$ cat config.mk
export PLATFORM = sky130hd
export DESIGN_NAME = e1_receive_alarm_monitor
export DESIGN_NICKNAME = d
export VERILOG_FILES = /design/src/hw/e1_rx_alarm_pkg.sv /design/src/hw/e1_receive_alarm_monitor.sv
export VERILOG_INCLUDE_DIRS = /design/src /design/src/hw
export SDC_FILE = /design/constraint.sdc
export NUM_CORES = 1
export LEC_CHECK = 0
export ABC_AREA = 1
export BUFFER_PORTS_ARGS = -buffer_cell sky130_fd_sc_hd__buf_2
export CORE_MARGIN = 2
export CORE_UTILIZATION = 23
export CTS_BUF_LIST = sky130_fd_sc_hd__clkbuf_4 sky130_fd_sc_hd__clkbuf_8 sky130_fd_sc_hd__clkbuf_16
export DETAILED_ROUTE_END_ITERATION = 12
export PLACE_DENSITY = 0.47
export SLEW_MARGIN = 20
export SYNTH_ARGS = -nofsm -noshare
export SYNTH_HDL_FRONTEND = slang
export SYNTH_SLANG_ARGS = --single-unit
$ cat constraint.sdc
create_clock -name i_ref_clk -period 1.91 [get_ports i_ref_clk]
set_input_delay 0.573 -clock i_ref_clk [delete_from_list [all_inputs] [get_ports i_ref_clk]]
set_output_delay 0.573 -clock i_ref_clk [all_outputs]
set_load 0.03 [all_outputs]
$ cat src/hw/e1_rx_alarm_defines.svh
// Constants of the E1 receive alarm monitor: map, fields, counts.
// Assumes inclusion by bare name.
`ifndef E1_RX_ALARM_DEFINES_SVH
`define E1_RX_ALARM_DEFINES_SVH

// Register indices on the host port
`define RA_STATUS_ADDR    4'h0
`define RA_MASK_ADDR      4'h1
`define RA_CONTROL_ADDR   4'h2
`define RA_BV_COUNT_ADDR  4'h3
`define RA_CRC_COUNT_ADDR 4'h4
`define RA_FE_COUNT_ADDR  4'h5

// Status and mask bit positions
`define RA_BIT_REMOTE     7
`define RA_BIT_DMA        6
`define RA_BIT_SIG_ONES   5
`define RA_BIT_UNF_ONES   4
`define RA_BIT_FRAME_CRIT 3
`define RA_BIT_MF_CRIT    2
`define RA_BIT_SYNC_LOSS  1
`define RA_BIT_SATURATED  0

// Control bit that blocks automatic resync
`define RA_CTRL_RESYNC_DIS 1

// Reset values
`define RA_STATUS_RST     8'h00
`define RA_MASK_RST       8'h00
`define RA_CONTROL_RST    8'h00

// Frame positions (bit index 0 is the first bit of a slot)
`define RA_TS_ALIGN       5'h00
`define RA_TS_SIG         5'h10
`define RA_TS_LAST        5'h1F
`define RA_BIT_IDX_A      3'h2
`define RA_BIT_IDX_Y      3'h5
`define RA_BIT_IDX_LAST   3'h7

// Counts
`define RA_RUN_LEN        2'h3
`define RA_SIG_FRAMES     2'h2
`define RA_UNF_ZEROS      3'h3
`define RA_LOS_ZEROS      6'h20
`define RA_COUNT_FULL     8'hFF

`endif

$ cat src/hw/e1_rx_alarm_pkg.sv
// Types of the E1 receive alarm monitor and its bench.
// Assumes nothing of its surroundings.
package e1_rx_alarm_pkg;
    typedef logic [3:0] reg_addr_t;  // Register index
    typedef logic [7:0] reg_data_t;  // Register data
    typedef logic [4:0] slot_t;      // Time slot number
    typedef logic [2:0] bit_idx_t;   // Bit within a slot
    typedef logic [3:0] frame_t;     // Frame within multiframe
endpackage

$ cat src/hw/e1_receive_alarm_monitor.sv
// E1 receive alarm monitor: alarm outputs, latched status,
// interrupt mask and three saturating error counters.
// Assumes framer strobes and positions synchronous to i_ref_clk,
// one i_bit_valid per bit, host strobes never overlapping.
//
// Functional notes
// - Remote alarm after three set, three clear
// - Multiframe alarm by three-multiframe filter
// - Status remote bit latches remote alarm
// - Status latches sync loss and multiframe alarm
// - Signaling ones after two all-ones slots
// - Unframed ones when fewer than three zeros
// - Frame criterion sets flag, starts resync
// - Multiframe criterion sets flag, starts resync
// - Sync loss high while resync runs
// - Multiframe alarm detected in CAS and CCS
// - Violation pulse one clock cycle long
// - Count every bipolar violation
// - Carrier loss after 32 zeros
// - Framing error on any word error
// - Frame and CRC errors counted separately
// - Mask matches status, one enables
// - Reset clears all but counters, resyncs
// - Violation count is eight-bit binary
// - Status read clears inactive bits
// - Enabled status bits raise interrupt
// - Counters saturate, further errors flag it
// - Frame and CRC counts pause during resync
`timescale 1ns/100ps
`include "e1_rx_alarm_defines.svh"

module e1_receive_alarm_monitor #(
    parameter int CW = 8              // Error counter width
) (
    // Clock and reset
    input  wire logic                      i_ref_clk,
    input  wire logic                      i_resetn,
    // Received bit stream and position
    input  wire logic                      i_bit_valid,
    input  wire logic                      i_line_pos_in,
    input  wire logic                      i_line_neg_in,
    input  wire logic                      i_bit_data,
    input  wire logic                      i_bit_violation,
    input  wire e1_rx_alarm_pkg::slot_t    i_slot,
    input  wire e1_rx_alarm_pkg::bit_idx_t i_bit_idx,
    input  wire e1_rx_alarm_pkg::frame_t   i_frame,
    input  wire logic                      i_align_frame,
    // Synchronizer events
    input  wire logic                      i_faw_error,
    input  wire logic                      i_casmf_error,
    input  wire logic                      i_crc4_error,
    input  wire logic                      i_frame_crit,
    input  wire logic                      i_mf_crit,
    input  wire logic                      i_sync_found,
    // Host register port
    input  wire e1_rx_alarm_pkg::reg_addr_t i_addr,
    input  wire e1_rx_alarm_pkg::reg_data_t i_wdata,
    input  wire logic                      i_wr,
    input  wire logic                      i_rd,
    output logic [7:0]                     o_rdata,
    // Alarm outputs
    output logic                           o_sync_loss,
    output logic                           o_remote_alarm,
    output logic                           o_distant_multiframe_alarm,
    output logic                           o_carrier_loss,
    output logic                           o_framing_error_out,
    output logic                           o_bipolar_violation_pulse,
    output logic                           o_resync_start,
    output logic                           o_interrupt
);
    import e1_rx_alarm_pkg::*;
    ////////////////////////////////////////////////////////////////////
    // Functions
    // Three-in-a-row filter: {state, run of opposite samples}
    function automatic logic [2:0] run3(input logic [2:0] st,
                                        input logic       smp);
        logic [1:0] run;
        run = st[1:0];
        if (smp == st[2]) begin
            run3 = {st[2], 2'h0};
        end else if (run + 2'h1 == `RA_RUN_LEN) begin
            run3 = {smp, 2'h0};
        end else begin
            run3 = {st[2], run + 2'h1};
        end
    endfunction
    // Saturating up count
    function automatic logic [CW-1:0] sat_inc(input logic [CW-1:0] v);
        sat_inc = (&v) ? v : v + 1'b1;
    endfunction
    ////////////////////////////////////////////////////////////////////
    // Declarations
    reg_data_t    status;            // Latched alarm status
    reg_data_t    mask;              // Interrupt enables
    reg_data_t    control;           // Resync control
    logic [CW-1:0] bv_count;         // Bipolar violation count
    logic [CW-1:0] crc_count;        // CRC4 error count
    logic [CW-1:0] fe_count;         // Frame alignment error count
    logic [1:0]   remote_run;        // Remote alarm filter run
    logic [1:0]   dma_run;           // Multiframe alarm filter run
    logic [1:0]   sig_frames;        // All-ones slot 16 frames seen
    logic         sig_slot_ones;     // Slot 16 ones so far
    logic         signaling_all_ones;
    logic [2:0]   zeros_now;         // Zeros in frame, saturating
    logic [2:0]   zeros_align;       // Zeros in last align frame
    logic [2:0]   zeros_nonalign;    // Zeros in last non-align frame
    logic         unframed_all_ones;
    logic [5:0]   zero_run;          // Consecutive line zeros
    logic         frame_end;         // Last bit of a frame
    logic         sig_end;           // Last bit of slot 16
    logic         crit_start;        // Criterion asks for resync
    logic         bv_event;
    logic         crc_event;
    logic         fe_event;
    logic         saturated_any;     // A counter sits at full
    logic         saturate_event;    // Counter hit or over full
    reg_data_t    active;            // Conditions still present
    reg_data_t    set_now;           // Bits to set this cycle
    logic [2:0]   next_remote;
    logic [2:0]   next_dma;
    ////////////////////////////////////////////////////////////////////
    // Event decode
    // Frame and slot boundaries
    assign frame_end  = i_bit_valid && i_slot == `RA_TS_LAST &&
                        i_bit_idx == `RA_BIT_IDX_LAST;
    assign sig_end    = i_bit_valid && i_slot == `RA_TS_SIG &&
                        i_bit_idx == `RA_BIT_IDX_LAST;
    // Resync is blocked by the control bit
    assign crit_start = (i_frame_crit || i_mf_crit) &&
                        !control[`RA_CTRL_RESYNC_DIS];
    // Counter events
    assign bv_event   = i_bit_valid && i_bit_violation;
    assign crc_event  = i_crc4_error && !o_sync_loss;
    assign fe_event   = i_faw_error && !o_sync_loss;
    assign saturated_any = (&bv_count) || (&crc_count) || (&fe_count);
    // Reaching full (count at FE or FF when an error comes)
    assign saturate_event =
        (bv_event  && &bv_count[CW-1:1])  ||
        (crc_event && &crc_count[CW-1:1]) ||
        (fe_event  && &fe_count[CW-1:1]);
    // Filter steps
    assign next_remote = run3({o_remote_alarm, remote_run}, i_bit_data);
    assign next_dma    = run3({o_distant_multiframe_alarm, dma_run},
                              i_bit_data);
    ////////////////////////////////////////////////////////////////////
    // Status set and hold terms, in status bit order 7 down to 0
    // Conditions that keep a status bit from clearing on read
    assign active  = {o_remote_alarm, o_distant_multiframe_alarm,
                      signaling_all_ones, unframed_all_ones, i_frame_crit,
                      i_mf_crit, o_sync_loss, saturated_any};
    // Bits set this cycle: levels latch, saturation only as a pulse
    assign set_now = {active[7:1], saturate_event};
    ////////////////////////////////////////////////////////////////////
    // Remote alarm: bit 3 of slot 0 in non-align frames
    always_ff @(posedge i_ref_clk or negedge i_resetn) begin
        if (!i_resetn) begin
            o_remote_alarm <= 1'b0;
            remote_run     <= 2'h0;
        end else if (i_bit_valid && i_slot == `RA_TS_ALIGN &&
                     i_bit_idx == `RA_BIT_IDX_A && !i_align_frame) begin
            {o_remote_alarm, remote_run} <= next_remote;
        end
    end
    ////////////////////////////////////////////////////////////////////
    // Multiframe alarm: bit 6 of slot 16 in frame 0, any signaling mode
    always_ff @(posedge i_ref_clk or negedge i_resetn) begin
        if (!i_resetn) begin
            o_distant_multiframe_alarm <= 1'b0;
            dma_run                    <= 2'h0;
        end else if (i_bit_valid && i_frame == 4'h0 &&
                     i_slot == `RA_TS_SIG &&
                     i_bit_idx == `RA_BIT_IDX_Y) begin
            // Same filter in CAS and CCS
            {o_distant_multiframe_alarm, dma_run} <= next_dma;
        end
    end
    ////////////////////////////////////////////////////////////////////
    // Slot 16 all ones over two frames
    always_ff @(posedge i_ref_clk or negedge i_resetn) begin
        if (!i_resetn) begin
            sig_slot_ones      <= 1'b1;
            sig_frames         <= 2'h0;
            signaling_all_ones <= 1'b0;
        end else if (sig_end) begin
            sig_slot_ones <= 1'b1;
            if (sig_slot_ones && i_bit_data) begin
                // Another all-ones slot
                if (sig_frames != `RA_SIG_FRAMES) begin
                    sig_frames <= sig_frames + 2'h1;
                end
                signaling_all_ones <=
                    (sig_frames + 2'h1 >= `RA_SIG_FRAMES);
            end else begin
                sig_frames         <= 2'h0;
                signaling_all_ones <= 1'b0;
            end
        end else if (i_bit_valid && i_slot == `RA_TS_SIG) begin
            sig_slot_ones <= sig_slot_ones & i_bit_data;
        end
    end
    ////////////////////////////////////////////////////////////////////
    // Unframed all ones: zeros in last align and non-align frames
    always_ff @(posedge i_ref_clk or negedge i_resetn) begin
        if (!i_resetn) begin
            zeros_now      <= 3'h0;
            zeros_align    <= `RA_UNF_ZEROS;
            zeros_nonalign <= `RA_UNF_ZEROS;
        end else if (i_bit_valid) begin
            if (frame_end) begin
                // Store the finished frame's count, saturated at 3
                if (i_align_frame) begin
                    zeros_align <= (zeros_now < `RA_UNF_ZEROS && !i_bit_data)
                                   ? zeros_now + 3'h1 : zeros_now;
                end else begin
                    zeros_nonalign <= (zeros_now < `RA_UNF_ZEROS &&
                                       !i_bit_data)
                                      ? zeros_now + 3'h1 : zeros_now;
                end
                zeros_now <= 3'h0;
            end else if (!i_bit_data && zeros_now < `RA_UNF_ZEROS) begin
                zeros_now <= zeros_now + 3'h1;
            end
        end
    end
    // Fewer than three zeros across both frames
    assign unframed_all_ones =
        (zeros_align + zeros_nonalign) < `RA_UNF_ZEROS;
    ////////////////////////////////////////////////////////////////////
    // Carrier loss: 32 zeros on both rails
    always_ff @(posedge i_ref_clk or negedge i_resetn) begin
        if (!i_resetn) begin
            zero_run       <= 6'h00;
            o_carrier_loss <= 1'b0;
        end else if (i_bit_valid) begin
            if (i_line_pos_in || i_line_neg_in) begin
                zero_run       <= 6'h00;
                o_carrier_loss <= 1'b0;
            end else if (zero_run != `RA_LOS_ZEROS) begin
                zero_run       <= zero_run + 6'h01;
                o_carrier_loss <= (zero_run + 6'h01 == `RA_LOS_ZEROS);
            end
        end
    end
    ////////////////////////////////////////////////////////////////////
    // Resync control and sync loss
    // Reset holds resync; the synchronizer ends it
    always_ff @(posedge i_ref_clk or negedge i_resetn) begin
        if (!i_resetn) begin
            o_sync_loss    <= 1'b1;
            o_resync_start <= 1'b1;
        end else begin
            o_resync_start <= crit_start;
            if (crit_start) begin
                o_sync_loss <= 1'b1;
            end else if (i_sync_found) begin
                o_sync_loss <= 1'b0;
            end
        end
    end
    ////////////////////////////////////////////////////////////////////
    // Real-time pulse outputs
    always_ff @(posedge i_ref_clk or negedge i_resetn) begin
        if (!i_resetn) begin
            o_bipolar_violation_pulse <= 1'b0;
            o_framing_error_out       <= 1'b0;
        end else begin
            o_bipolar_violation_pulse <= bv_event;
            o_framing_error_out <= i_faw_error || i_casmf_error ||
                                   i_crc4_error;
        end
    end
    ////////////////////////////////////////////////////////////////////
    // Error counters: survive reset, host writes win over counting
    always_ff @(posedge i_ref_clk) begin
        if (i_wr && i_addr == `RA_BV_COUNT_ADDR) begin
            bv_count <= i_wdata;
        end else if (bv_event) begin
            bv_count <= sat_inc(bv_count);
        end
    end
    always_ff @(posedge i_ref_clk) begin
        if (i_wr && i_addr == `RA_CRC_COUNT_ADDR) begin
            crc_count <= i_wdata;
        end else if (crc_event) begin
            crc_count <= sat_inc(crc_count);
        end
    end
    always_ff @(posedge i_ref_clk) begin
        if (i_wr && i_addr == `RA_FE_COUNT_ADDR) begin
            fe_count <= i_wdata;
        end else if (fe_event) begin
            fe_count <= sat_inc(fe_count);
        end
    end
    ////////////////////////////////////////////////////////////////////
    // Control and mask registers
    always_ff @(posedge i_ref_clk or negedge i_resetn) begin
        if (!i_resetn) begin
            mask    <= `RA_MASK_RST;
            control <= `RA_CONTROL_RST;
        end else if (i_wr) begin
            if (i_addr == `RA_MASK_ADDR) begin
                mask <= i_wdata;
            end else if (i_addr == `RA_CONTROL_ADDR) begin
                control <= i_wdata;
            end
        end
    end
    ////////////////////////////////////////////////////////////////////
    // Status: read clears inactive bits, a new set wins over the clear
    always_ff @(posedge i_ref_clk or negedge i_resetn) begin
        if (!i_resetn) begin
            status <= `RA_STATUS_RST;
        end else if (i_rd && i_addr == `RA_STATUS_ADDR) begin
            status <= (status & active) | set_now;
        end else begin
            status <= status | set_now;
        end
    end
    ////////////////////////////////////////////////////////////////////
    // Interrupt: any enabled status bit; mask clear drops it at once
    always_ff @(posedge i_ref_clk or negedge i_resetn) begin
        if (!i_resetn) begin
            o_interrupt <= 1'b0;
        end else begin
            o_interrupt <= |((status | set_now) & mask &
                             ~((i_wr && i_addr == `RA_MASK_ADDR) ?
                               ~i_wdata : 8'h00));
        end
    end
    ////////////////////////////////////////////////////////////////////
    // Read data, valid the cycle after the strobe
    always_ff @(posedge i_ref_clk or negedge i_resetn) begin
        if (!i_resetn) begin
            o_rdata <= 8'h00;
        end else if (i_rd) begin
            if (i_addr == `RA_STATUS_ADDR) begin
                o_rdata <= status;
            end else if (i_addr == `RA_MASK_ADDR) begin
                o_rdata <= mask;
            end else if (i_addr == `RA_CONTROL_ADDR) begin
                o_rdata <= control;
            end else if (i_addr == `RA_BV_COUNT_ADDR) begin
                o_rdata <= bv_count;
            end else if (i_addr == `RA_CRC_COUNT_ADDR) begin
                o_rdata <= crc_count;
            end else if (i_addr == `RA_FE_COUNT_ADDR) begin
                o_rdata <= fe_count;
            end else begin
                // Unmapped index reads zero
                o_rdata <= 8'h00;
            end
        end else begin
            o_rdata <= 8'h00;
        end
    end
endmodule

==> results.md, run 1 <==
- Gr ovfl total: 0
- Worst setup path class: reg -> out
- Cts hold-fix bufs: 0
- Worst path max stage delay: roughly 560 ps
- Num ports: 56
- Crit. End Element: primary output
- Vias in the first global route: roughly 4000
- Unrepaired setup endpoints after global routing: false
- Num rows: 52
- Final Hold Fails: 0
- Maximum fanout along the worst path: 4
- Antenna-violating nets left: 0
- Pleak: 2.73 nW
- Layout area overhead: 23.7%
- Num CTS Buffers: 9
- Tcrit/Tclk final: 0.884
- Setup tns final: 0 ps
- Clock-pin slew on the worst setup and hold paths: approximately 70 ps
- First-pass GRT wire length: between 20000 and 25000 um
- Clock tree buffer depth: 2
- Worst skew pair latency: 350 ps
- FF-to-FF path depth: 6
- GP Congestion: roughly 0.81
- R2R Path Start: fe_count[1]
- Initial antenna violation count: 0
- DR iter-0 viols: around 240
- Drt pass-1 iters: 4
- Share of cells above drive strength 1: 0.190
- Vias per std cell: 4.28
- Layout Skew: roughly 8.4 ps
- CP max stage cell: dfstp_2
- Total Nets Final: slightly above 700
- Ant diodes: 0
- Critical path buffer and inverter count: 1
- Post-layout minimum cycle time: 1690 ps
- H-tree depth: 3
- Post-layout util: 0.290
- Final setup fails: 0
- CP delay by family, top: flip-flops
- Critical Path RT: between 1000 and 1500 ps
- Fraction of registers with async set/reset: 0.724
- Largest net degree at the start of global routing: 34
- FF-to-FF End: fe_count[1]
- Die W: about 150 um
- CP Cell Sequence: buf_2
- Post-synth EDFFs: 24
- Synth Flop Type: dfrtp_1
- Worst ir drop on vdd: ~0.38 mV
- Post-Syn Nets: approximately 640
- Syn_area_per_cell: 8.11 sq um
- Maxcap violations: 0
- Die area: about 0.022 sq mm
- PostCTS Resize Cnt: 0
- Worst Path Arrival: about 1100 ps
- Routed WL: approximately 13000 um
- Register bit count reported by yosys: 87
- Hold Path Class: in -> async
- Setup Fix Bufs, Post-CTS: 0
- Cell count after synthesis: 587
- Initial core utilization: 0.235
- Core area: about 0.020 sq mm
- Die height: about 150 um
- Clk root buf: clkbuf_16
- Fmax achieved: between 0.5 and 0.6 GHz
- CP Launch Type: flop
- Routed len/inst: 13.6 um
- Worst slew margin: 0.732
- R2r setup slk: ~290 ps
- Cell Area, Synth: approximately 0.0048 sq mm
- Dpl hpwl: between 10000 and 15000 um
- Vias: roughly 4100
- Total GRT Usage: 0.126
- Status: finished clean
- Worst-margin pin slew: 402 ps
- Cell Pwr Density: ~840 mW/mm^2
- Power, Total: between 4 and 5 mW
- Port bufs: 55
- Sequential area share after synthesis: 0.484
- Filler cells: ~2200
- Final-report max-slew violation count: 0
- # clock sinks: 87
- CTS tree: yes
- Post-synthesis cell type count: 36
- DRC: 0
- Warning count from the yosys run: 0
==> where the power goes <==
| group | switching (mW) | internal [mW] | leakage [nW] |
|---|---|---|---|
| registers | 0.160 | 2.14 | 0.965 |
| clock network | 0.765 | 1.15 | 0.156 |
| logic | 0.459 | 0.300 | 1.61 |
| total | 1.38 | 3.59 | 2.73 |
==> stage by stage <==
stage / hold WS [ps] / std cells / cell area (sq um) / setup WS [ps]
after global routing: 156 / 950 / 5890 / 139
final: 129 / 950 / 5890 / 221
after global placement: 450 / 934 / 5570 / 76.7
after floorplan: 277 / 587 / 4770 / 20.1
after detailed placement: 453 / 934 / 5570 / 55.0
after CTS: 135 / 950 / 5890 / 203
==> registers in the layout, indices dropped and copies added (netlist names), 2 cells and up <==
signal / flops
bv_count: 8
control: 8
crc_count: 8
dma_run: 2
fe_count: 8
mask: 8
o_rdata: 8
remote_run: 2
sig_frames: 2
status: 8
zero_run: 6
zeros_align: 3
zeros_nonalign: 3
zeros_now: 3
==> cell families (layout without fill, tap and decap cells) <==
family                     Yosys count  count (layout)  synth area share
AOI/OAI and AO/OA                  117             117             0.134
xor gates and xnor gates            16              16            0.0294
adders and majority gates           10              10            0.0278
muxes                                1               1           0.00210
DFF                                 87              87             0.484
and+or+nand+nor                    267             267             0.249
buffers and inverters               89             182            0.0735
==> worst max path at each step <==
| stage | startpoint | slack [ps] | to | depth (start not counted) |
|---|---|---|---|---|
| after detailed placement | i_addr[1] | 60 | crc_count[0] | 6 |
| after global placement | i_addr[1] | 80 | crc_count[0] | 6 |
| after floorplan | i_wr | 20 | crc_count[0] | 6 |
| after global routing | fe_count[1] | 140 | fe_count[1] | 6 |
| final | o_sync_loss | 220 | o_sync_loss | 1 |
| after CTS | o_sync_loss | 200 | o_sync_loss | 1 |
==> area by class of cell <==
| cell class | count | area (sq um) | share of cell area |
|---|---|---|---|
| multi-input combinational | 411 | 2110 | 0.358 |
| timing repair buffer | 85 | 513 | 0.0870 |
| clock buffer | 9 | 225 | 0.0382 |
| tap | 270 | 338 | 0.0573 |
| clock inverter | 7 | 96.3 | 0.0163 |
| sequential | 87 | 2310 | 0.391 |
| inverter | 81 | 304 | 0.0516 |
==> per-layer routing <==
metal / wire length (um) / vias to the layer above / GRT usage
li1: - / 2103 / -
met1: 6290 / 1876 / 0.173
met2: 5910 / 75 / 0.198
met3: 465 / 14 / 0.0191
met4: 268 / 0 / 0.0519
met5: 0 / - / 0
==> placed cells by master, fill, tap and decap left out, types with 5 or more instances in the layout <==
cell       count
a21oi_1       35
dfrtp_1       56
clkbuf_16      9
ha_1           9
o21ai_0       56
nand2_1      118
o22ai_1        5
edfxtp_1      24
buf_4         29
o21a_1        10
nor2_4         5
buf_2         55
dfstp_2        7
inv_1         78
nor2_1        68
nand2_2        5
nand4_1       10
xor2_1        14
nand3_1       44
==> synthesized netlist by cell type (4+ instances only) <==
cell,number,share of area
dfrtp_1,56,0.29
dfstp_2,7,0.039
nor2_4,5,0.012
a21oi_1,35,0.037
nor2_1,68,0.054
o22ai_1,5,0.0066
nor3_1,4,0.0042
nand2_1,118,0.093
buf_2,4,0.0042
inv_1,78,0.061
o21a_1,10,0.016
xor2_1,14,0.026
nand4_1,10,0.013
ha_1,9,0.024
a31oi_1,4,0.0053
nand3_1,44,0.046
nand2_2,5,0.0066
o211ai_1,4,0.0063
or2_2,4,0.0053
edfxtp_1,24,0.15
o21ai_0,57,0.060
Power figures use the tool's default switching activity.
==> inputs of run 2 (changes only) <==
Settings changed: CTS_CLUSTER_DIAMETER set to 30, PLACE_DENSITY 0.47 to 0.45.
Clock period 1.91 ns to 1.6 ns, I/O delays scaled along.
==> run 2 against run 1 <==
- clock power increased by 19%
- register-to-register slack lost 230 ps
- sequential share of layout area fell by 2.3 points
- via count rose by 3.7%
- worst setup slack worse by 180 ps
- count of clock-buffer cells in the layout grew 3
- critical path depth is the same
- combinational power rose by 31%
==> results.md, run 2 (synthesized netlist as in run 1, its figures left out) <==
- Critical Path RT: 1120 ps
- Vias per std cell: around 4.3
- Clock tree buffer depth: 2
- First-pass GRT wire length: approximately 23000 um
- Cell Pwr Density: 960 mW/mm^2
- Final Hold Fails: 0
- # placed instances: between 900 and 1000
- Final-report max-slew violation count: 0
- Total Nets Final: 758
- Layout area overhead: 31.4%
- Worst slew margin: 0.746
- Worst Path Arrival: roughly 1100 ps
- Total GRT Usage: 0.133
- Unrepaired setup endpoints after global routing: true
- Num rows: 52
- Core area: 0.0203 sq mm
- Top sig layer: met4
- Num ports: 56
- CP delay by family, top: flip-flops
- Most frequent cells in the layout: nand2_1 (116), inv_1 (78), nor2_1 (68), buf_4 (58)
- Crit. End Element: primary output
- Met1 wire length: 6730 um
- Largest net degree at the start of global routing: 64
- Vias: approximately 4200
- Final worst slack: 37.1 ps
- Final setup fails: 0
- Drt pass-1 iters: 4
- Worst-margin pin slew: about 380 ps
- Non-filler cells, final: a little under 1000
- DRC: 0
- GP Congestion: roughly 0.85
- Routed len/inst: around 14 um
- Vias in the first global route: between 4000 and 5000
- Die W: ~150 um
- Initial core utilization: 0.235
- Worst setup path class: reg -> out
- H-tree depth: 3
- Most common cell after layout, fill and taps aside: nand2_1
- Worst path max stage delay: ~550 ps
- Cts hold-fix bufs: 0
- Die area: between 0.02 and 0.025 sq mm
- DR iter-0 viols: approximately 200
- Status: finished clean
- Worst ir drop on vdd: 0.521 mV
- Tcrit/Tclk final: 0.977
- Fin area: roughly 0.0063 sq mm
- Critical path buffer and inverter count: 1
- Clock-pin slew on the worst setup and hold paths: 60 ps
- Dpl hpwl: about 11000 um
- Die height: about 150 um
- DR WL met3: 542 um
- Num CTS Buffers: 9
- Maxcap violations: 0
- Hold Path Class: in -> async
- Layout Skew: ~8.6 ps
- Port bufs: between 50 and 60
- Antenna-violating nets left: 0
- # clock sinks: 87
- Post-layout util: 0.308
- CP Cell Sequence: clkbuf_4
- Met2 wire length: 6220 um
- Share of cells above drive strength 1: 0.234
- CTS tree: yes
- Pleak: 2.90 nW
- Worst skew pair latency: between 300 and 400 ps
- Routed WL: ~14000 um
- Dpl cell area: 0.00589 sq mm
- Post-layout minimum cycle time: between 1500 and 2000 ps
- CP max stage cell: dfstp_2
- Clk root buf: clkbuf_16
- Gr ovfl total: 0
- CP Launch Type: flop
- Fmax achieved: between 0.6 and 0.7 GHz
- Initial antenna violation count: 1
- Dpl ws: -197 ps
- Maximum fanout along the worst path: 4
run 2: metrics by stage:
stage / power (mW) / hold WS [ps] / setup TNS, ps
after floorplan: 3.33 / 184 / 0
after global placement: 3.78 / 452 / -2540
after detailed placement: 3.77 / 460 / -2690
after CTS: 6.10 / 145 / 0
after global routing: 6.34 / 159 / -14.6
final: 6.00 / 130 / 0
run 2: final cells by class:
class                      instances  area, sq um
fill                            2195        14000
sequential                        87         2310
multi-input combinational        411         2170
timing repair buffer             118          813
tap                              270          338
inverter                          81          304
clock buffer                      12          272
clock inverter                     4         50.0
antenna                            1         2.50
run 2: final timing paths:
path / startpoint / endpoint / slack (ps) / depth (start not counted)
max: o_sync_loss / o_sync_loss / 40 / 1
min: i_resetn / remote_run[0] / 130 / 2
max reg2reg: zeros_align[0] / o_interrupt / 60 / 7
min reg2reg: sig_slot_ones / sig_slot_ones / 460 / 2
max in group asynchronous: i_resetn / o_resync_start / 1120 / 2
min in group i_ref_clk: i_sync_found / o_sync_loss / 280 / 2
run 2: what timing repair did:
| action | in CTS | in global routing |
|---|---|---|
| resized for setup | 3 | 3 |
| cloned | 0 | 0 |
| pin swaps | 2 | 3 |
| setup buffers | 0 | 2 |
| endpoints found under the setup margin | 1 | 10 |
run 2: where the power goes:
group	internal (mW)	total [mW]	switching [mW]
combinational	0.420	0.998	0.578
clock	1.37	2.27	0.900
sequential	2.55	2.74	0.188
total	4.34	6.00	1.67
run 2: layer usage:
layer | GRT usage | vias to the layer above
met5 | 0 | -
met4 | 0.0467 | 0
met3 | 0.0284 | 17
met2 | 0.207 | 78
met1 | 0.182 | 1941
li1 | - | 2182
==> inputs of run 3 (changes only) <==
Settings changed: CELL_PAD_IN_SITES_DETAIL_PLACEMENT set to 1, CELL_PAD_IN_SITES_GLOBAL_PLACEMENT set to 1, PLACE_DENSITY 0.45 to 0.55.
==> run 3 against run 2 <==
- non-clock buffer count fell by 11
- core utilization fell by 0.50 points
- largest power group unchanged
- largest cell class unchanged
- sequential cell count did not move
- global-route usage rose by 1.1 points
- critical path depth rose by 6
==> results.md, run 3 (synthesized netlist as in run 1, its figures left out) <==
- Status: finished clean
- Vias: between 4000 and 5000
- Worst skew pair latency: ~350 ps
- Dpl hpwl: 11800 um
- Core area: approximately 0.020 sq mm
- Top sig layer: met4
- Vias per std cell: 4.38
- Num ports: 56
- CTS tree: yes
- CP Launch Type: flop
- Total Nets Final: roughly 750
- DRC: 0
- Num rows: 52
- Unrepaired setup endpoints after global routing: true
- Largest net degree at the start of global routing: 64
- R2R Path Start: zeros_align[0]
- Most common cell after layout, fill and taps aside: nand2_1
- GP Congestion: between 0.8 and 0.9
- Routed len/inst: ~15 um
- Initial antenna violation count: 2
- Worst-margin pin slew: between 300 and 400 ps
- Worst setup path class: reg -> reg
- Crit path launch: zeros_align[0]
- Total GRT Usage: 0.144
- Worst slew margin: 0.748
- Initial core utilization: 0.235
- Clock tree buffer depth: 2
- Multi-input gate area: 0.00219 sq mm
- Final setup fails: 0
- Worst Setup EP: o_interrupt
- Vias in the first global route: ~4600
- Port bufs: 55
- Critical Path RT: approximately 1900 ps
- Met2 wire length: around 7300 um
- Pleak: ~2.8 nW
- Die height: ~150 um
- Maximum fanout along the worst path: 2
- DR WL met3: 544 um
- Post-layout minimum cycle time: about 1600 ps
- Post-layout util: 0.303
- Layout Skew: roughly 5.6 ps
- Filler cells: 2478
- Fin area: 0.00616 sq mm
- Layout area overhead: 29.2%
- Drt pass-1 iters: 4
- First-pass GRT wire length: around 24000 um
- FF-to-FF End: o_interrupt
- Clk root buf: clkbuf_16
- Met1 wire length: 7040 um
- FF-to-FF path depth: 7
- H-tree depth: 3
- Cts hold-fix bufs: 0
- Clock-pin slew on the worst setup and hold paths: approximately 60 ps
- Non-filler cells, final: roughly 1000
- # clock sinks: just under 90
- Register area: 0.00231 sq mm
- Cell Pwr Density: between 900 and 1000 mW/mm^2
- Tcrit/Tclk final: 0.989
- Die area: between 0.02 and 0.025 sq mm
- Routed WL: around 15000 um
- Crit. End Element: flop
- Antenna-violating nets left: 0
- DR iter-0 viols: roughly 140
- Worst ir drop on vdd: 0.543 mV
- Hold Path Class: in -> async
- Most frequent cells in the layout: nand2_1 (115), inv_1 (78), nor2_1 (64), o21ai_0 (56), dfrtp_1 (56)
- Gr ovfl total: 0
- Num CTS Buffers: 9
- Final Hold Fails: 0
- R2r setup slk: around 17 ps
- Hold slack: approximately 110 ps
- Fmax achieved: between 0.6 and 0.7 GHz
- # placed instances: between 900 and 1000
- Share of cells above drive strength 1: 0.232
- Worst Path Arrival: 1870 ps
- Power, Total: 6.05 mW
- Dpl cell area: between 0.005 and 0.006 sq mm
- Maxcap violations: 0
- Final-report max-slew violation count: 0
- Die W: between 100 and 150 um
## run 3: worst min-delay path by stage
stage	end	cells after the start	slack (ps)
2_1_floorplan	control[0]	0	180
3_3_place_gp	sig_slot_ones	2	450
3_5_place_dp	sig_slot_ones	2	460
4_1_cts	zeros_now[1]	2	150
5_1_grt	remote_run[0]	2	150
6_report	remote_run[1]	2	110
## run 3: repair_timing
action	CTS	global route
cloned	0	0
pin swaps	0	4
setup endpoints to repair	2	30
setup buffers	0	3
resized for setup	2	11
## run 3: power breakdown
| part | switching (mW) | internal (mW) | total [mW] |
|---|---|---|---|
| combinational | 0.608 | 0.408 | 1.02 |
| clock | 0.908 | 1.38 | 2.29 |
| sequential | 0.194 | 2.55 | 2.75 |
| total | 1.71 | 4.34 | 6.05 |
## run 3: critical path, stage by stage (launching register included)
cell and delay (ps):
dfstp_2 560, ha_4 140, fa_1 400, nand2_1 80, nand3_2 80, a21oi_2 160
nor2_1 50, nand3_1 50
## run 3: per-layer routing
layer,global-route usage,vias up
met5,0,-
met4,0.0362,0
li1,-,2155
met3,0.0315,11
met1,0.184,2037
met2,0.249,67
## run 3: layout make-up
cell class / instances / share of cell area
Antenna cell: 2 / 0.000813
Clock buffer: 13 / 0.0453
Clock inverter: 3 / 0.00650
Inverter: 81 / 0.0494
Multi-Input combinational cell: 411 / 0.355
Sequential cell: 87 / 0.375
Tap cell: 270 / 0.0549
Timing Repair Buffer: 107 / 0.113
## run 3: metrics by stage
stage          setup slack, ps  TNS, ps
3_3_place_gp              -137    -3330
2_1_floorplan             1.10        0
4_1_cts                  -30.6    -30.6
6_report                  17.3        0
5_1_grt                  -44.5    -45.1
3_5_place_dp              -168    -4640
